===== config.mk =====
export PLATFORM = sky130hd
export DESIGN_NAME = spc_top
export DESIGN_NICKNAME = d
export VERILOG_FILES = /design/src/hw/spc_pkg.sv /design/src/hw/spc_sector.sv /design/src/hw/spc_top.sv
export SDC_FILE = /design/constraint.sdc
export NUM_CORES = 1
export LEC_CHECK = 0
export BUFFER_PORTS_ARGS = -buffer_cell sky130_fd_sc_hd__buf_2
export CAP_MARGIN = 5
export CORE_UTILIZATION = 57
export CTS_BUF_LIST = sky130_fd_sc_hd__clkbuf_4 sky130_fd_sc_hd__clkbuf_8 sky130_fd_sc_hd__clkbuf_16
export DETAILED_ROUTE_END_ITERATION = 7
export MAX_ROUTING_LAYER = met4
export PLACE_DENSITY = 0.77
export SLEW_MARGIN = 15
export SYNTH_ARGS = -nofsm -noshare
export SYNTH_HDL_FRONTEND = slang
export SYNTH_SLANG_ARGS = --single-unit
export TNS_END_PERCENT = 1

===== constraint.sdc =====
create_clock -name i_clk -period 2.54 [get_ports i_clk]
set_input_delay 0.254 -clock i_clk [delete_from_list [all_inputs] [get_ports i_clk]]
set_output_delay 0.254 -clock i_clk [all_outputs]
set_load 0.1 [all_outputs]

===== src/hw/spc_pkg.sv =====
// Package for the sector protection and configuration block.
// Assumes a single 50 MHz clock domain and a plain register port.
package spc_pkg;
	// Register port offsets
	localparam logic [3:0] ADDR_CFG = 4'h0;
	localparam logic [3:0] ADDR_CTRL = 4'h1;
	localparam logic [3:0] ADDR_STATUS = 4'h2;
	localparam logic [3:0] ADDR_SECT = 4'h3;
	localparam logic [3:0] ADDR_NVBIT = 4'h4;
	localparam logic [3:0] ADDR_VBIT = 4'h5;
	localparam logic [3:0] ADDR_PROT = 4'h6;
	localparam logic [3:0] ADDR_CMD = 4'h7;

	// Configuration word layout
	localparam logic [15:0] CFG_RESET = 16'hFEFF;
	localparam int CFG_TRAP = 13;
	localparam int CFG_HYBRID = 11;
	localparam int CFG_ECC = 9;
	localparam int CFG_RDPW = 5;
	localparam int CFG_PWLOCK = 2;
	localparam int CFG_PSLOCK = 1;
	localparam logic [1:0] MODE_BAD = 2'h0;
	localparam logic [1:0] MODE_PASSWORD = 2'h1;
	localparam logic [1:0] MODE_PERSIST = 2'h2;

	// Command codes written to the command register
	localparam logic [2:0] CMD_NV_PROG = 3'h1;
	localparam logic [2:0] CMD_NV_ERASE = 3'h2;
	localparam logic [2:0] CMD_V_SET = 3'h3;
	localparam logic [2:0] CMD_V_CLEAR = 3'h4;
	localparam logic [2:0] CMD_LOCK = 3'h5;
	localparam logic [2:0] CMD_UNLOCK = 3'h6;
	localparam logic [2:0] CMD_CFG_PROG = 3'h7;

	// Status bit positions
	localparam int ST_BUSY = 7;
	localparam int ST_FAIL = 4;
	localparam int ST_SLOCK = 1;

	// Typical word program time
	localparam int T_PROG_NS = 1000;
	localparam int CLK_NS = 20;
	localparam int PROG_CYC = (T_PROG_NS + CLK_NS - 1) / CLK_NS;

	typedef struct packed {
		logic wr;
		logic rd;
		logic [3:0] addr;
		logic [15:0] wdata;
	} spc_req_t;

	typedef enum logic [2:0] {
		ST_IDLE = 3'b001,
		ST_PROG = 3'b010,
		ST_DONE = 3'b100
	} spc_state_t;
endpackage : spc_pkg


===== src/hw/spc_sector.sv =====
// One sector's protection bit pair and its resulting state.
// Assumes commands arrive as one-cycle strobes from the control logic.
`timescale 1ns/10ps
module spc_sector (
	// Clock and reset
	input wire logic i_clk,
	input wire logic i_rst_n,
	// Commands
	input wire logic i_nv_prog,
	input wire logic i_nv_erase,
	input wire logic i_v_set,
	input wire logic i_v_clear,
	// State
	output logic o_nv,
	output logic o_v,
	output logic o_prot
);
	logic nv_q = 1'b1;
	logic v_q;
	// Nonvolatile cell: a real array keeps it; reset does not touch it here
	// because storage stands for flash contents.
	always_ff @(posedge i_clk) begin
		if (i_nv_erase) begin
			nv_q <= 1'b1;
		end else if (i_nv_prog) begin
			nv_q <= 1'b0;
		end
	end // see RULE4
	always_ff @(posedge i_clk or negedge i_rst_n) begin
		if (!i_rst_n) begin
			v_q <= 1'b1; // see RULE3
		end else if (i_v_clear) begin
			v_q <= 1'b1;
		end else if (i_v_set) begin
			v_q <= 1'b0;
		end
	end
	assign o_nv = nv_q;
	assign o_v = v_q;
	assign o_prot = !(nv_q && v_q); // see RULE1
endmodule : spc_sector


===== src/hw/spc_top.sv =====
// Sector protection and configuration word logic of the flash device.
// Assumes a register port on the internal clock; password compare is
// done outside and reported on i_pw_match.
//
// Contract
// RULE1: Sector unprotected only when nonvolatile and volatile bits are both 1.
// RULE2: Nonvolatile bits change only while the persistent-bits lock is 1.
// RULE3: Reset returns every volatile sector bit to unprotected.
// RULE4: Nonvolatile sector protection survives power cycles and resets.
// RULE5: Config bit 13 selects single plus double or double-only error trap.
// RULE6: Config bit 11 selects hybrid or wrap-only burst.
// RULE7: Config bit 9 selects ECC control enabled or double error detect.
// RULE8: Config bit 5 at 0 permanently enables read-password mode.
// RULE9: Mode field 01 password, 10 persistent frozen, 11 temporary.
// RULE10: Unprogrammed config powers up persistent with all sectors open.
// RULE11: Programming both mode lock bits at once aborts with fail flags.
// RULE12: Config program after a mode lock bit is set aborts with flags.
// RULE13: Host programs password first, words in order 0,1,2,3.
// RULE14: In password mode lock clears only on reset or lock command.
// RULE15: Config program takes one word-program time, status shows progress.
// RULE16: Config bits are one-time-programmable nonvolatile cells.
// RULE17: Reset sets lock in persistent mode, clears it in password mode.
// RULE18: Program or erase of a sector is blocked if either bit is 0.
// RULE19: Config bits only go 1 to 0; 0 to 1 requests are ignored.
`timescale 1ns/10ps
module spc_top #(
	parameter int NSECT = 16,
	parameter int SW = 4,
	parameter int PROG_CYCLES = spc_pkg::PROG_CYC
) (
	// Clock and reset
	input wire logic i_clk,
	input wire logic i_rst_n,
	// Register port
	input wire logic i_wr,
	input wire logic i_rd,
	input wire logic [3:0] i_addr,
	input wire logic [15:0] i_wdata,
	output logic [15:0] o_rdata,
	// Password compare result from outside
	input wire logic i_pw_match,
	// Array access check
	input wire logic [SW-1:0] i_acc_sect,
	output logic o_acc_block,
	// Decoded configuration and lock state
	output logic o_trap_double_only,
	output logic o_burst_wrap_only,
	output logic o_ecc_ctrl_en,
	output logic o_double_error_detect,
	output logic o_read_pw_en,
	output logic o_password_mode,
	output logic o_persistent_bits_lock
);
	spc_pkg::spc_req_t req;
	spc_pkg::spc_state_t state_q;
	spc_pkg::spc_state_t state_d;
	logic [15:0] cfg_q = spc_pkg::CFG_RESET; // see RULE10
	logic [15:0] cfg_pend_q;
	// Program operand from the last select write; the command word's low
	// bits carry the code itself and would mask the mode bits
	logic [15:0] opnd_q;
	logic lock_q;
	logic lock_init_q;
	logic fail_q;
	logic slock_q;
	logic [SW-1:0] sect_q;
	logic [2:0] cmd_q;
	logic [15:0] cnt_q;
	logic [15:0] rdata_q;
	logic [NSECT-1:0] nv_bits;
	logic [NSECT-1:0] v_bits;
	logic [NSECT-1:0] prot_bits;
	logic [NSECT-1:0] nv_prog_s;
	logic [NSECT-1:0] v_set_s;
	logic [NSECT-1:0] v_clr_s;
	logic [6:0] out_q;
	logic block_q;

	assign req = '{wr: i_wr, rd: i_rd, addr: i_addr, wdata: i_wdata};

	// Decode
	wire wr_cmd = req.wr && (req.addr == spc_pkg::ADDR_CMD);
	wire wr_sect = req.wr && (req.addr == spc_pkg::ADDR_SECT);
	wire [2:0] cmd = req.wdata[2:0];
	wire idle = (state_q == spc_pkg::ST_IDLE);
	wire go = wr_cmd && idle;
	wire [1:0] mode = cfg_q[spc_pkg::CFG_PWLOCK:spc_pkg::CFG_PSLOCK];
	wire pw_mode = (mode == spc_pkg::MODE_PASSWORD);
	// see RULE9
	wire frozen = (mode != {2{1'b1}});
	// see RULE11
	wire both_lock = !opnd_q[spc_pkg::CFG_PWLOCK] &&
		!opnd_q[spc_pkg::CFG_PSLOCK];
	wire cfg_abort = frozen || both_lock; // see RULE12
	wire nv_abort = !lock_q; // see RULE2
	wire start_cfg = go && (cmd == spc_pkg::CMD_CFG_PROG) && !cfg_abort;
	wire start_nv = go && !nv_abort &&
		((cmd == spc_pkg::CMD_NV_PROG) || (cmd == spc_pkg::CMD_NV_ERASE));
	wire fail_now = go && (((cmd == spc_pkg::CMD_CFG_PROG) && cfg_abort) ||
		(!lock_q && ((cmd == spc_pkg::CMD_NV_PROG) ||
		(cmd == spc_pkg::CMD_NV_ERASE))) ||
		((cmd == spc_pkg::CMD_UNLOCK) && !i_pw_match));
	wire prog_end = (state_q == spc_pkg::ST_PROG) &&
		(cnt_q == 16'(PROG_CYCLES - 1));
	wire nv_commit = prog_end && (cmd_q == spc_pkg::CMD_NV_PROG);
	wire nv_erase_all = prog_end && (cmd_q == spc_pkg::CMD_NV_ERASE);

	genvar g;
	generate
		for (g = 0; g < NSECT; g++) begin : g_sect
			assign nv_prog_s[g] = nv_commit && (sect_q == SW'(g));
			assign v_set_s[g] = go && (cmd == spc_pkg::CMD_V_SET) &&
				(sect_q == SW'(g));
			assign v_clr_s[g] = go && (cmd == spc_pkg::CMD_V_CLEAR) &&
				(sect_q == SW'(g));
			spc_sector u_sect (
				.i_clk(i_clk),
				.i_rst_n(i_rst_n),
				.i_nv_prog(nv_prog_s[g]),
				.i_nv_erase(nv_erase_all),
				.i_v_set(v_set_s[g]),
				.i_v_clear(v_clr_s[g]),
				.o_nv(nv_bits[g]),
				.o_v(v_bits[g]),
				.o_prot(prot_bits[g])
			);
		end
	endgenerate

	always_comb begin
		state_d = state_q;
		case (state_q)
			spc_pkg::ST_IDLE: begin
				if (start_cfg || start_nv) begin
					state_d = spc_pkg::ST_PROG;
				end
			end
			spc_pkg::ST_PROG: begin
				if (prog_end) begin
					state_d = spc_pkg::ST_DONE;
				end
			end
			spc_pkg::ST_DONE: state_d = spc_pkg::ST_IDLE;
			default: state_d = spc_pkg::ST_IDLE;
		endcase
	end

	always_ff @(posedge i_clk or negedge i_rst_n) begin
		if (!i_rst_n) begin
			state_q <= spc_pkg::ST_IDLE;
			cnt_q <= 16'h0000;
			cmd_q <= 3'h0;
			cfg_pend_q <= 16'hFFFF;
		end else begin
			state_q <= state_d;
			cnt_q <= (state_q == spc_pkg::ST_PROG) ? cnt_q + 16'h0001 :
				16'h0000; // see RULE15
			if (go) begin
				cmd_q <= cmd;
				cfg_pend_q <= opnd_q;
			end
		end
	end

	// One-time cells keep their contents over reset; only programming
	// moves them, and only toward 0.
	always_ff @(posedge i_clk) begin
		if (prog_end && (cmd_q == spc_pkg::CMD_CFG_PROG)) begin
			cfg_q <= cfg_q & cfg_pend_q; // see RULE16 see RULE19
		end
	end

	// Reset value of the lock follows the stored mode, taken after release
	always_ff @(posedge i_clk or negedge i_rst_n) begin
		if (!i_rst_n) begin
			lock_init_q <= 1'b1;
		end else begin
			lock_init_q <= 1'b0;
		end
	end

	always_ff @(posedge i_clk or negedge i_rst_n) begin
		if (!i_rst_n) begin
			lock_q <= 1'b0;
		end else if (lock_init_q) begin
			lock_q <= !pw_mode; // see RULE17
		end else if (go && (cmd == spc_pkg::CMD_LOCK)) begin
			lock_q <= 1'b0; // see RULE14
		end else if (go && (cmd == spc_pkg::CMD_UNLOCK) && pw_mode &&
			i_pw_match) begin
			lock_q <= 1'b1;
		end
	end

	// Fail flags: a new failure wins over a clear in the same cycle
	always_ff @(posedge i_clk or negedge i_rst_n) begin
		if (!i_rst_n) begin
			fail_q <= 1'b0;
			slock_q <= 1'b0;
			sect_q <= '0;
			opnd_q <= 16'hFFFF;
		end else begin
			if (fail_now) begin
				fail_q <= 1'b1; // see RULE11 see RULE12
				slock_q <= 1'b1;
			end else if (req.wr && (req.addr == spc_pkg::ADDR_STATUS)) begin
				fail_q <= 1'b0;
				slock_q <= 1'b0;
			end
			if (wr_sect) begin
				sect_q <= req.wdata[SW-1:0];
				opnd_q <= req.wdata;
			end
		end
	end

	// Read mux
	wire [15:0] status = {8'h00, !idle, 2'h0, fail_q, 2'h0, slock_q, 1'b0};
	wire [15:0] rd_mux =
		(req.addr == spc_pkg::ADDR_CFG) ? cfg_q :
		(req.addr == spc_pkg::ADDR_CTRL) ? {15'h0000, lock_q} :
		(req.addr == spc_pkg::ADDR_STATUS) ? status :
		(req.addr == spc_pkg::ADDR_SECT) ? 16'(sect_q) :
		(req.addr == spc_pkg::ADDR_NVBIT) ? 16'(nv_bits) :
		(req.addr == spc_pkg::ADDR_VBIT) ? 16'(v_bits) :
		(req.addr == spc_pkg::ADDR_PROT) ? 16'(prot_bits) : 16'h0000;

	always_ff @(posedge i_clk or negedge i_rst_n) begin
		if (!i_rst_n) begin
			rdata_q <= 16'h0000;
			out_q <= 7'h00;
			block_q <= 1'b1;
		end else begin
			rdata_q <= req.rd ? rd_mux : 16'h0000;
			block_q <= prot_bits[i_acc_sect]; // see RULE18
			out_q <= {lock_q, pw_mode,
				!cfg_q[spc_pkg::CFG_RDPW], // see RULE8
				cfg_q[spc_pkg::CFG_ECC] ? 2'b10 : 2'b01, // see RULE7
				cfg_q[spc_pkg::CFG_HYBRID], // see RULE6
				cfg_q[spc_pkg::CFG_TRAP]}; // see RULE5
		end
	end

	assign o_rdata = rdata_q;
	assign o_acc_block = block_q;
	assign o_trap_double_only = out_q[0];
	assign o_burst_wrap_only = out_q[1];
	assign o_double_error_detect = out_q[2];
	assign o_ecc_ctrl_en = out_q[3];
	assign o_read_pw_en = out_q[4];
	assign o_password_mode = out_q[5];
	assign o_persistent_bits_lock = out_q[6];

	a_both_lock_abort: assert property ( // see RULE11
		@(posedge i_clk) disable iff (!i_rst_n)
		go && cmd == spc_pkg::CMD_CFG_PROG && both_lock |=> fail_q && slock_q)
		else $error("both lock bits did not abort");

	a_frozen_abort: assert property ( // see RULE12
		@(posedge i_clk) disable iff (!i_rst_n)
		go && cmd == spc_pkg::CMD_CFG_PROG && frozen |=> fail_q && slock_q)
		else $error("frozen config program not refused");

	a_frozen_keep: assert property ( // see RULE12
		@(posedge i_clk) disable iff (!i_rst_n)
		frozen |=> $stable(cfg_q[spc_pkg::CFG_PWLOCK:spc_pkg::CFG_PSLOCK]))
		else $error("frozen mode changed");

	a_nv_locked: assert property ( // see RULE2
		@(posedge i_clk) disable iff (!i_rst_n)
		!lock_q && !lock_init_q |=> $stable(nv_bits))
		else $error("nonvolatile bits changed under lock");

	a_nv_refused: assert property ( // see RULE2
		@(posedge i_clk) disable iff (!i_rst_n)
		go && !lock_q && (cmd == spc_pkg::CMD_NV_PROG ||
		cmd == spc_pkg::CMD_NV_ERASE) |=> fail_q && slock_q && idle)
		else $error("locked nonvolatile change not refused");

	a_dyn_change: assert property ( // see RULE2
		@(posedge i_clk) disable iff (!i_rst_n)
		go && cmd == spc_pkg::CMD_V_SET |=> !v_bits[$past(sect_q)])
		else $error("volatile bit not set");

	// A bit change in the checked cycle is skipped: the registered block
	// flag legitimately lags it by one edge.
	a_prot_map: assert property ( // see RULE1
		@(posedge i_clk) disable iff (!i_rst_n)
		!lock_init_q |=> !($stable(nv_bits) && $stable(v_bits)) ||
		block_q == !(nv_bits[$past(i_acc_sect)] &&
		v_bits[$past(i_acc_sect)]))
		else $error("protection state wrong");

	a_dyn_reset: assert property ( // see RULE3
		@(posedge i_clk) disable iff (!i_rst_n)
		lock_init_q |-> &v_bits)
		else $error("volatile bits kept over reset");

	a_nv_keep: assert property ( // see RULE4
		@(posedge i_clk) disable iff (!i_rst_n)
		lock_init_q |-> $stable(nv_bits))
		else $error("nonvolatile bits lost over reset");

	a_otp_keep: assert property ( // see RULE16
		@(posedge i_clk) disable iff (!i_rst_n)
		lock_init_q |-> $stable(cfg_q))
		else $error("config word lost over reset");

	a_trap_map: assert property ( // see RULE5
		@(posedge i_clk) disable iff (!i_rst_n)
		!lock_init_q |=> !$stable(cfg_q) ||
		o_trap_double_only == cfg_q[spc_pkg::CFG_TRAP])
		else $error("trap select not decoded");

	a_burst_map: assert property ( // see RULE6
		@(posedge i_clk) disable iff (!i_rst_n)
		!lock_init_q |=> !$stable(cfg_q) ||
		o_burst_wrap_only == cfg_q[spc_pkg::CFG_HYBRID])
		else $error("burst select not decoded");

	a_ecc_map: assert property ( // see RULE7
		@(posedge i_clk) disable iff (!i_rst_n)
		!lock_init_q |=> !$stable(cfg_q) ||
		(o_ecc_ctrl_en == cfg_q[spc_pkg::CFG_ECC] &&
		o_double_error_detect == !cfg_q[spc_pkg::CFG_ECC]))
		else $error("error handling select not decoded");

	a_rdpw_map: assert property ( // see RULE8
		@(posedge i_clk) disable iff (!i_rst_n)
		!lock_init_q |=> !$stable(cfg_q) ||
		o_read_pw_en == !cfg_q[spc_pkg::CFG_RDPW])
		else $error("read password enable not decoded");

	a_pw_mode_map: assert property ( // see RULE9
		@(posedge i_clk) disable iff (!i_rst_n)
		!lock_init_q |=> !$stable(cfg_q) ||
		o_password_mode == (cfg_q[spc_pkg::CFG_PWLOCK:spc_pkg::CFG_PSLOCK] ==
		spc_pkg::MODE_PASSWORD))
		else $error("password mode not decoded");

	a_lock_map: assert property ( // see RULE17
		@(posedge i_clk) disable iff (!i_rst_n)
		!lock_init_q |=> !$stable(lock_q) ||
		o_persistent_bits_lock == lock_q)
		else $error("lock output differs from lock");

	a_lock_reset: assert property ( // see RULE17
		@(posedge i_clk) disable iff (!i_rst_n)
		i_rst_n && lock_init_q |=> lock_q == !pw_mode)
		else $error("lock reset value wrong");

	a_lock_clear: assert property ( // see RULE14
		@(posedge i_clk) disable iff (!i_rst_n)
		go && cmd == spc_pkg::CMD_LOCK && !lock_init_q |=> !lock_q)
		else $error("lock command ignored");

	a_prog_time: assert property ( // see RULE15
		@(posedge i_clk) disable iff (!i_rst_n)
		$rose(state_q == spc_pkg::ST_PROG) |-> !idle [*2])
		else $error("program not busy");

	a_otp_down: assert property ( // see RULE19
		@(posedge i_clk)
		1'b1 |=> ((cfg_q & ~$past(cfg_q)) == 16'h0000))
		else $error("config bit went up");
endmodule : spc_top


==> results.ini, run 1 <==
[outcome]
status = complete, no violations

[floorplan]
dieArea_um2 = 11400
fp.dieH_um = 107
core_area_um2 = 10500
die_x_um = 107
num_io_pins = 53
rows = 37
start_util_pct = 59.7

[synthesis]
synth_top_area_share_pct = 21.4
synth_seq_area_share_pct = 54.1
yosys-top-cells-area = dfstp_2 (21%), dfrtp_1 (20%), nand2_1 (8.9%), edfxtp_1 (7.7%), dfxtp_1 (5.1%)
syn_area_um2 = 6270
synth_cell_types = 62
yosys_warnings = 0
synth.avg_cell_area_um2 = 9.54
synth-compound-area-share_pct = 14.5
yosys.area_share.simple_pct = 25.7
synth_edf_count = 16
async_reset_ff_share_pct = 75.9
synth.area.mux_share_pct = 0.180
synth_top_family_by_area = simple AND/OR/NAND/NOR gates
ys.flop_type = dfstp_2
synth_top_area_cell = dfstp_2
synthCells = 657
synthXorXnorAreaFrac_pct = 1.68
syn_nets = 688
ys_ff_latch = 133
synthAdderAreaFrac_pct = 0.399

[sta]
setup_viol_count_final = 0
rsz0062_at_grt = no
period_needed_ns = 2.06
finalCritPeriodShare_pct = 81.1
hold_viol_final = 0
slew-limit-headroom_pct = 36.1
skew_ns = 0.00880
slew_violations = 0
fin_ws_ns = 0.480
setup_tns_ns = 0
tightest_slew_ns = 0.959
fmax_mhz = 485

[detailed_routing]
route.vias.total = 5397
wirelength_um = 16400
vias_per_cell = 6.24
first_iter_violations = 525
avgRoutedWirePerCell_um = 19.0
drcViolationCount = 0
dr.pass1.iters = 7
ant_nets = 0

[cts]
clockRootBuffer = clkbuf_8
cts_max_path_buffers = 2
cts.sinks = 133
cts_made_buffers = 17
clkLatencyLatePin_ns = 0.54
path_clk_slew_ns = 0.06
holdBufCountCts = 14
cts_setup_buffers = 0
h-tree-depth = 4
cts.repair.resized = 0
cts_tree = built

[worst_setup_path]
crit_buf_inv = 1
slowest_delay_ns = 0.54
crit_required_ns = 2.98
r2r_cells = 5
endpoint_kind = flop
rr_startpoint = state_q[0]
cp_slowest_cell = dfstp_2
crit_cells = 5
crit_path_max_fanout = 37
cp_top_family = simple AND/OR/NAND/NOR gates
r2r_slack_ns = 0.48
start_kind = flop
critical_path_class = flop to flop
crit_chain = or3b_4, nor3_4, buf_4, a21oi_1, a311oi_1
r2r_end = g_sect[0].u_sect.o_v
worstSetupEndpoint = g_sect[0].u_sect.o_v
arrival_ns = 2.50
timing.critical_path.from = state_q[0]

[power_and_ir_drop]
power-per-cell-area_nw_per_um2 = 766
internal_power_mw = 4.26
leakage_nw = 3.12
comb_power_share_pct = 10.1
switching_share_pct = 25.1
power.switching_mw = 1.43
power_frac_seq_pct = 44.1
vdd_drop_max_v = 0.000665
clock_power_share_pct = 45.8

[placed_design]
post-place-ws_ns = 0.520
place_hpwl_um = 10900
port_buffers = 52
gp_congestion = 0.956

[finish]
fin_nets = 747
num_antenna_cells = 0
areaGrowthSynthToFinish_pct = 18.3
final_layout_size_suffix_gt1_share_pct = 22.4
fillerInstances = 769

[grt]
grt_pass1_vias = 5263
grt_pass1_wl_um = 26600
antenna_found_initial = 0
grt_max_degree = 52
grt-ovfl-total = 0
grt.total_usage_pct = 32.1

[job]
max-cap-violations = 0

[worst_hold_path]
hold_path.class = primary input to flop

[worst min-delay path, delay by kind of cell]
family                 cells  cell delay (ns)
and+or+nand+nor            2             0.11
buffers and inverters      1             0.15
[synthesized netlist by cell type (5+ instances only)]
cell type / number
nand4b_1: 8
nand2_1: 148
o21ai_0: 17
nand3_1: 23
or2_2: 5
dfstp_2: 51
nand4_1: 12
and2_1: 19
nor2b_1: 25
nor2_1: 34
buf_2: 5
a21oi_1: 41
a2bb2oi_1: 8
o221ai_1: 11
inv_1: 8
clkbuf_1: 31
o31ai_1: 14
dfxtp_1: 16
nor4_1: 6
nor3_1: 13
xnor2_1: 10
nand2b_1: 6
dfrtp_1: 50
a311oi_1: 6
edfxtp_1: 16
a31oi_1: 7
[layout make-up]
| cell class | instances | area (µm²) | area share [%] |
|---|---|---|---|
| sequential | 133 | 3390 | 45.7 |
| multi-input combinational | 475 | 2670 | 35.9 |
| timing repair buffer | 80 | 520 | 7.02 |
| clock buffer | 20 | 460 | 6.21 |
| clock inverter | 12 | 174 | 2.34 |
| tap | 136 | 170 | 2.29 |
| inverter | 9 | 33.8 | 0.455 |
[stage by stage]
step                      utilization (%)  instance area [µm²]  hold WS (ns)  power (mW)  std cells
after floorplan                         -                 6270       -0.0416        2.89        657
after global placement               63.2                 6640         0.319        3.06        819
after detailed placement             63.2                 6640         0.320        3.09        819
after CTS                            70.6                 7420       0.00270        5.71        865
after global routing                 70.6                 7420        0.0277        5.89        865
final                                70.6                 7420        0.0143        5.68        865
[power by group through the flow]
stage	combinational, mW	clock (mW)	sequential, mW
finish	0.574	2.60	2.51
global route	0.637	2.73	2.52
CTS	0.571	2.64	2.51
detailed placement	0.548	0	2.54
global placement	0.525	0	2.53
floorplan	0.344	0	2.55
[flip-flops by register name, indices dropped and copies added, names as in the netlist]
register            count
o_acc_block             1
cfg_q                  16
o_rdata                16
g_sect.u_sect.o_nv     16
state_q                 3
lock_init_q             1
cnt_q                  16
out_q                   7
slock_q                 1
opnd_q                 16
cmd_q                   3
lock_q                  1
sect_q                  4
g_sect.u_sect.o_v      16
cfg_pend_q             16
[cell families (layout without fill, tap and decap cells)]
logic type	after synthesis	count (layout)
flops	133	133
compound gates	134	134
xor+xnor	12	12
simple gates	325	325
fa+ha+maj	2	2
mux	1	1
buf+inv	49	121
other cells	1	1
[how the worst min path moves through the flow]
stage,end,slack [ns],start,cells after the start
6_report,cmd_q[1],0.01,i_wdata[1],3
5_1_grt,cmd_q[1],0.03,i_wdata[1],3
4_1_cts,cmd_q[1],0.003,i_wdata[1],3
3_5_place_dp,o_rdata[11],0.32,i_rst_n,1
3_3_place_gp,o_rdata[6],0.32,i_rst_n,1
2_1_floorplan,cmd_q[0],-0.04,i_rst_n,0
[layout by cell type (no fill, tap or decap), types with 5 or more instances in the layout]
cell type / n
nand2b_1: 6
xnor2_1: 10
nor4_1: 6
a311oi_1: 6
or2_2: 5
and2_1: 19
a21oi_1: 41
buf_2: 51
a31oi_1: 7
nor2b_1: 25
nor2_1: 34
dfxtp_1: 16
edfxtp_1: 16
nor3_1: 13
dfrtp_1: 50
nand2_1: 148
o21ai_0: 17
o221ai_1: 11
dlygate4sd3_1: 14
inv_1: 8
clkbuf_16: 17
buf_4: 14
a2bb2oi_1: 8
dfstp_2: 51
nand3_1: 23
nand4_1: 12
nand4b_1: 8
o31ai_1: 14
[per-layer routing]
metal	share of wire, %	track usage [%]	vias to the layer above
li1	-	-	2448
met1	41	39.9	2601
met2	48	49.1	279
met3	7.1	7.23	69
met4	4.2	16.7	0
met5	0	-	-
Power figures use the tool's default switching activity.
==> run 2, diff against run 1 <==
Settings changed: CORE_UTILIZATION 57 to 54, PLACE_DENSITY 0.77 to 0.76.
Clock period 2.54 ns to 1.7 ns, I/O delays scaled along.
==> results.ini, run 2 (same netlist as run 1, synthesis figures left out) <==
[outcome]
status = finished with violations
violations = setup timing

[worst_setup_path]
crit_required_ns = 1.81  ; -1.17 ns
crit_path_max_fanout = 16  ; -57%
r2r_end = cfg_q[14]
endpoint_kind = flop
cp_slowest_cell = and4_4
cp_top_family = simple AND/OR/NAND/NOR gates
crit_buf_inv = 1  ; unchanged
arrival_ns = 1.89  ; -0.61 ns
slowest_delay_ns = 0.40  ; -0.14 ns
start_kind = flop
critical_path_class = flop to flop
r2r_slack_ns = -0.08  ; -0.56 ns
rr_startpoint = cnt_q[1]
r2r_cells = 6  ; +1
crit_chain = inv_1, ha_1, nor3b_4, nand4_1, nor2_1, and4_4

[cts]
h-tree-depth = 4  ; unchanged
cts_tree = built
cts_max_path_buffers = 2  ; unchanged
cts_made_buffers = 17  ; unchanged
cts_setup_buffers = 0  ; unchanged
clkLatencyLatePin_ns = 0.42  ; -0.12 ns
path_clk_slew_ns = 0.06  ; about the same
cts.sinks = 133  ; unchanged
clockRootBuffer = clkbuf_16

[finish]
fin_nets = 791  ; +5.9%
areaGrowthSynthToFinish_pct = 25.4
regArea_um2 = 3390  ; about the same
fillerInstances = 815  ; +6.0%
final_cells = 913  ; +5.5%
multi_input_area_um2 = 2770  ; +3.9%
layout_commonest_cell = nand2_1
layout_common_cells = nand2_1 (147), buf_4 (54), dfstp_2 (51), buf_2 (51), dfrtp_1 (49)
final_layout_size_suffix_gt1_share_pct = 28.6  ; +6.2 points
num_antenna_cells = 0  ; unchanged

[placed_design]
gp_congestion = 0.925  ; -3.2%
place_hpwl_um = 11500  ; +6.1%
port_buffers = 52  ; unchanged
dp.cells = 867  ; +5.9%

[detailed_routing]
dr.max_layer_used = met4
drcViolationCount = 0  ; unchanged
vias_per_cell = 5.99  ; -4.0%
ant_nets = 0  ; unchanged
wl_met1_um = 6980  ; +3.6%
first_iter_violations = 518  ; -1.3%
dr.pass1.iters = 6  ; -1
dr_wl_met2_um = 8210  ; +4.9%
avgRoutedWirePerCell_um = 18.3  ; -3.6%
wl_met3_um = 1000  ; -15%
route.vias.total = 5466  ; +1.3%
wirelength_um = 16700  ; +1.8%

[grt]
grt.total_usage_pct = 30.7  ; -1.3 points
grt-ovfl-total = 0  ; unchanged
antenna_found_initial = 0  ; unchanged
grt_pass1_wl_um = 26500  ; -0.41%
grt_max_degree = 44  ; -15%
grt_pass1_vias = 5385  ; +2.3%

[worst_hold_path]
holdCritStartpoint = i_wr
holdPathEnd = slock_q
hold_path.class = primary input to flop
holdPathStages = 4  ; +1

[floorplan]
die_x_um = 110  ; +2.7%
num_io_pins = 53  ; unchanged
core_area_um2 = 11100  ; +5.4%
start_util_pct = 56.6  ; -3.1 points
fp.dieH_um = 110  ; +2.7%
rows = 38  ; +2.7%
dieArea_um2 = 12000  ; +5.5%

[sta]
slew_violations = 0  ; unchanged
hold_viol_final = 0  ; unchanged
period_needed_ns = 1.78  ; -0.280 ns
fin_ws_ns = -0.0797  ; -0.560 ns
setup_viol_count_final = 40  ; +40
skew_ns = 0.00677  ; -0.00203 ns
rsz0062_at_grt = yes
finalCritPeriodShare_pct = 105  ; +24 points
fmax_mhz = 562  ; +16%
whs_ns = 0.0934  ; +0.0791 ns

[power_and_ir_drop]
vdd_drop_max_v = 0.00112  ; +68%
leakage_nw = 3.35  ; +7.6%
finalPower_mw = 8.36  ; +47%
power-per-cell-area_nw_per_um2 = 1060  ; +39%

[job]
max-cap-violations = 0  ; unchanged

==> run 2: cell count changes in the layout (fill, tap and decap cells not counted), sizes merged <==
cell | before | now
clkbuf | 20 | 24
buf | 66 | 110
bufinv | 4 | 1
inv | 9 | 8
==> run 2: stage by stage <==
step                      setup TNS (ns)  utilization, %  cell area (µm²)  worst slack (ns)
after floorplan                    -1.89               -             6280           -0.0869
after global placement             -4.61            63.4             7020            -0.158
after detailed placement           -4.62            63.4             7020            -0.147
after CTS                          -2.30            70.7             7840           -0.0965
after global routing               -5.53            71.0             7870            -0.174
final                              -1.86            71.0             7870           -0.0797
==> run 2: cell type report <==
type,count,area share [%]
clock buffers,24,6.76
clock inverters,8,0.875
inverters,9,0.430
multi-input cells,475,35.2
flip-flops and latches,133,43.1
well taps,140,2.23
repair buffers,124,11.3
==> run 2: worst min-delay path, stage by stage <==
cell and delay, ns:
buf_2 0.12, nand2_1 0.06, o31ai_1 0.06, o21ai_0 0.06
==> run 2: power by group <==
| part | internal, mW | switching, mW | total [mW] |
|---|---|---|---|
| Combinational | 0.337 | 0.598 | 0.935 |
| Sequential | 3.56 | 0.189 | 3.75 |
| Clock | 2.32 | 1.35 | 3.67 |
| Total | 6.22 | 2.14 | 8.36 |
==> run 2: per-layer routing <==
layer / vias to the layer above / track usage, %
li1: 2543 / -
met1: 2652 / 36.7
met2: 227 / 48.8
met3: 44 / 6.88
met4: 0 / 16.1
met5: - / -
==> run 2: repair_timing <==
item                       CTS  global route
hold buffers                14             0
resized for setup           11             7
hold endpoints to repair    66             0
setup endpoints to repair   45            50
pin swaps                    9             4
==> run 2: worst max path at each step <==
| stage | slack [ns] | to | start | cells past startpoint |
|---|---|---|---|---|
| floorplan | -0.09 | cfg_q[0] | cnt_q[1] | 6 |
| global placement | -0.16 | g_sect[15].u_sect.o_nv | cnt_q[10] | 6 |
| detailed placement | -0.15 | cfg_q[14] | cnt_q[10] | 4 |
| CTS | -0.1 | cfg_q[14] | cnt_q[1] | 6 |
| global route | -0.17 | g_sect[5].u_sect.o_nv | cnt_q[1] | 8 |
| finish | -0.08 | cfg_q[14] | cnt_q[1] | 6 |
==> run 3, diff against run 2 <==
Settings changed: GPL_TIMING_DRIVEN set to 0.
==> results.ini, run 3 (same netlist as run 1, synthesis figures left out) <==
[detailed_routing]
vias_per_cell = 6.09  ; +1.7%
wirelength_um = 17400  ; +4.3%
dr.pass1.iters = 5  ; -1
route.vias.total = 5492  ; +0.48%
first_iter_violations = 455  ; -12%
ant_nets = 0  ; unchanged
drcViolationCount = 0  ; unchanged
avgRoutedWirePerCell_um = 19.3  ; +5.6%

[sta]
period_needed_ns = 1.91  ; +0.132 ns
tightest_slew_ns = 0.766
slew_violations = 0  ; unchanged
rsz0062_at_grt = yes
skew_ns = 0.00625  ; -0.000517 ns
fmax_mhz = 523  ; -6.9%
fin_ws_ns = -0.212  ; -0.132 ns
finalCritPeriodShare_pct = 112  ; +7.8 points
slew-limit-headroom_pct = 48.8
setup_viol_count_final = 60  ; +50%
hold_viol_final = 0  ; unchanged
whs_ns = 0.0503  ; -0.0431 ns

[grt]
antenna_found_initial = 0  ; unchanged
grt.total_usage_pct = 31.8  ; +1.1 points
grt_pass1_vias = 5350  ; -0.65%
grt-ovfl-total = 0  ; unchanged
grt_pass1_wl_um = 27300  ; +2.8%
grt_max_degree = 59  ; +34%

[finish]
fin_nets = 780  ; -1.4%
layout_commonest_cell = nand2_1
fillerInstances = 848  ; +4.0%
areaGrowthSynthToFinish_pct = 23.0
num_antenna_cells = 0  ; unchanged
layout_common_cells = nand2_1 (144), dfstp_2 (51), buf_2 (49), dfrtp_1 (47), a21oi_1 (41)
stdcell_area_um2 = 7710  ; -1.9%
final_layout_size_suffix_gt1_share_pct = 25.3  ; -3.3 points

[worst_setup_path]
timing.critical_path.from = cnt_q[1]
crit_required_ns = 1.85  ; +0.04 ns
crit_path_max_fanout = 8  ; -8
arrival_ns = 2.06  ; +0.17 ns
start_kind = flop
r2r_slack_ns = -0.21  ; -0.13 ns
endpoint_kind = flop
critical_path_class = flop to flop
rr_startpoint = cnt_q[1]

[cts]
cts_max_path_buffers = 2  ; unchanged
h-tree-depth = 4  ; unchanged
path_clk_slew_ns = 0.06  ; about the same
cts_tree = built
cts_made_buffers = 17  ; unchanged
clkLatencyLatePin_ns = 0.43  ; about the same
cts.sinks = 133  ; unchanged
clockRootBuffer = clkbuf_16

[floorplan]
dieArea_um2 = 12000  ; unchanged
start_util_pct = 56.6  ; unchanged
rows = 38  ; unchanged
die_x_um = 110  ; unchanged
num_io_pins = 53  ; unchanged
core_area_um2 = 11100  ; unchanged
fp.dieH_um = 110  ; unchanged

[worst_hold_path]
holdCritStartpoint = i_wdata[2]
hold_path.class = primary input to flop

[placed_design]
place_area_um2 = 6720  ; -4.3%
gp_congestion = 0.917  ; -0.85%
place_hpwl_um = 11700  ; +1.3%
port_buffers = 47  ; -9.6%

[outcome]
status = finished with violations
violations = setup timing

[job]
max-cap-violations = 0  ; unchanged

[power_and_ir_drop]
vdd_drop_max_v = 0.00101  ; -9.2%
leakage_nw = 3.19  ; -4.9%
power-per-cell-area_nw_per_um2 = 1040  ; -2.3%

run 3: through the flow:
stage               std cells  util (%)  TNS, ns  setup slack, ns  total power, mW
global placement          844      60.4   -54.21           -0.541             4.58
global route              902      69.6   -12.10           -0.299             8.32
floorplan                 657         -    -1.89          -0.0869             4.32
CTS                       898      68.1    -8.49           -0.216             7.99
detailed placement        845      60.7   -30.84           -0.574             4.63
finish                    902      69.6    -6.98           -0.212             8.01
run 3: area by class of cell:
cell class	count	area (µm²)	share of cell area, %
Inverter	9	33.8	0.438
Buffer	40	213	2.76
Clock buffer	19	447	5.79
Clock inverter	13	90.1	1.17
Tap cell	140	175	2.27
Multi-Input combinational cell	475	2830	36.7
Timing Repair Buffer	73	526	6.81
Sequential cell	133	3400	44.0
run 3: power by group:
part	internal [mW]	switching (mW)	total (mW)
logic	0.302	0.651	0.953
registers	3.56	0.140	3.70
clock network	2.02	1.33	3.35
run 3: worst max-delay path, cell delays in order (launching register included):
cell,delay [ns]
dfrtp_1,0.40
inv_2,0.08
ha_4,0.12
nor3b_4,0.20
nand4_1,0.20
nor2_1,0.17
and4_4,0.29
clkbuf_16,0.17
run 3: routing by layer:
metal / part of all wire (%) / vias up / wire length, µm / track usage, %
li1: - / 2518 / - / -
met4: 3.3 / 0 / 580 / 14.2
met5: 0 / - / 0 / -
met2: 47 / 268 / 8200 / 49.5
met1: 43 / 2646 / 7420 / 39.5
met3: 7.1 / 60 / 1250 / 7.77
run 3: final timing paths:
| path | endpoint | depth (start not counted) |
|---|---|---|
| worst min register to register | out_q[0] | 0 |
| worst max register to register | cfg_q[2] | 7 |
| min in group asynchronous | o_rdata[6] | 2 |
| worst min-delay path | g_sect[5].u_sect.o_v | 3 |
| max in group asynchronous | cfg_pend_q[1] | 3 |
| worst max-delay path | cfg_q[2] | 7 |
run 3: repair_timing:
action,in CTS,in global routing
endpoints found under the setup margin,72,82
cloned,0,1
pin swaps,11,13
resized for setup,18,36
hold buffers,14,0
endpoints found under the hold margin,57,0
buffers inserted,7,3
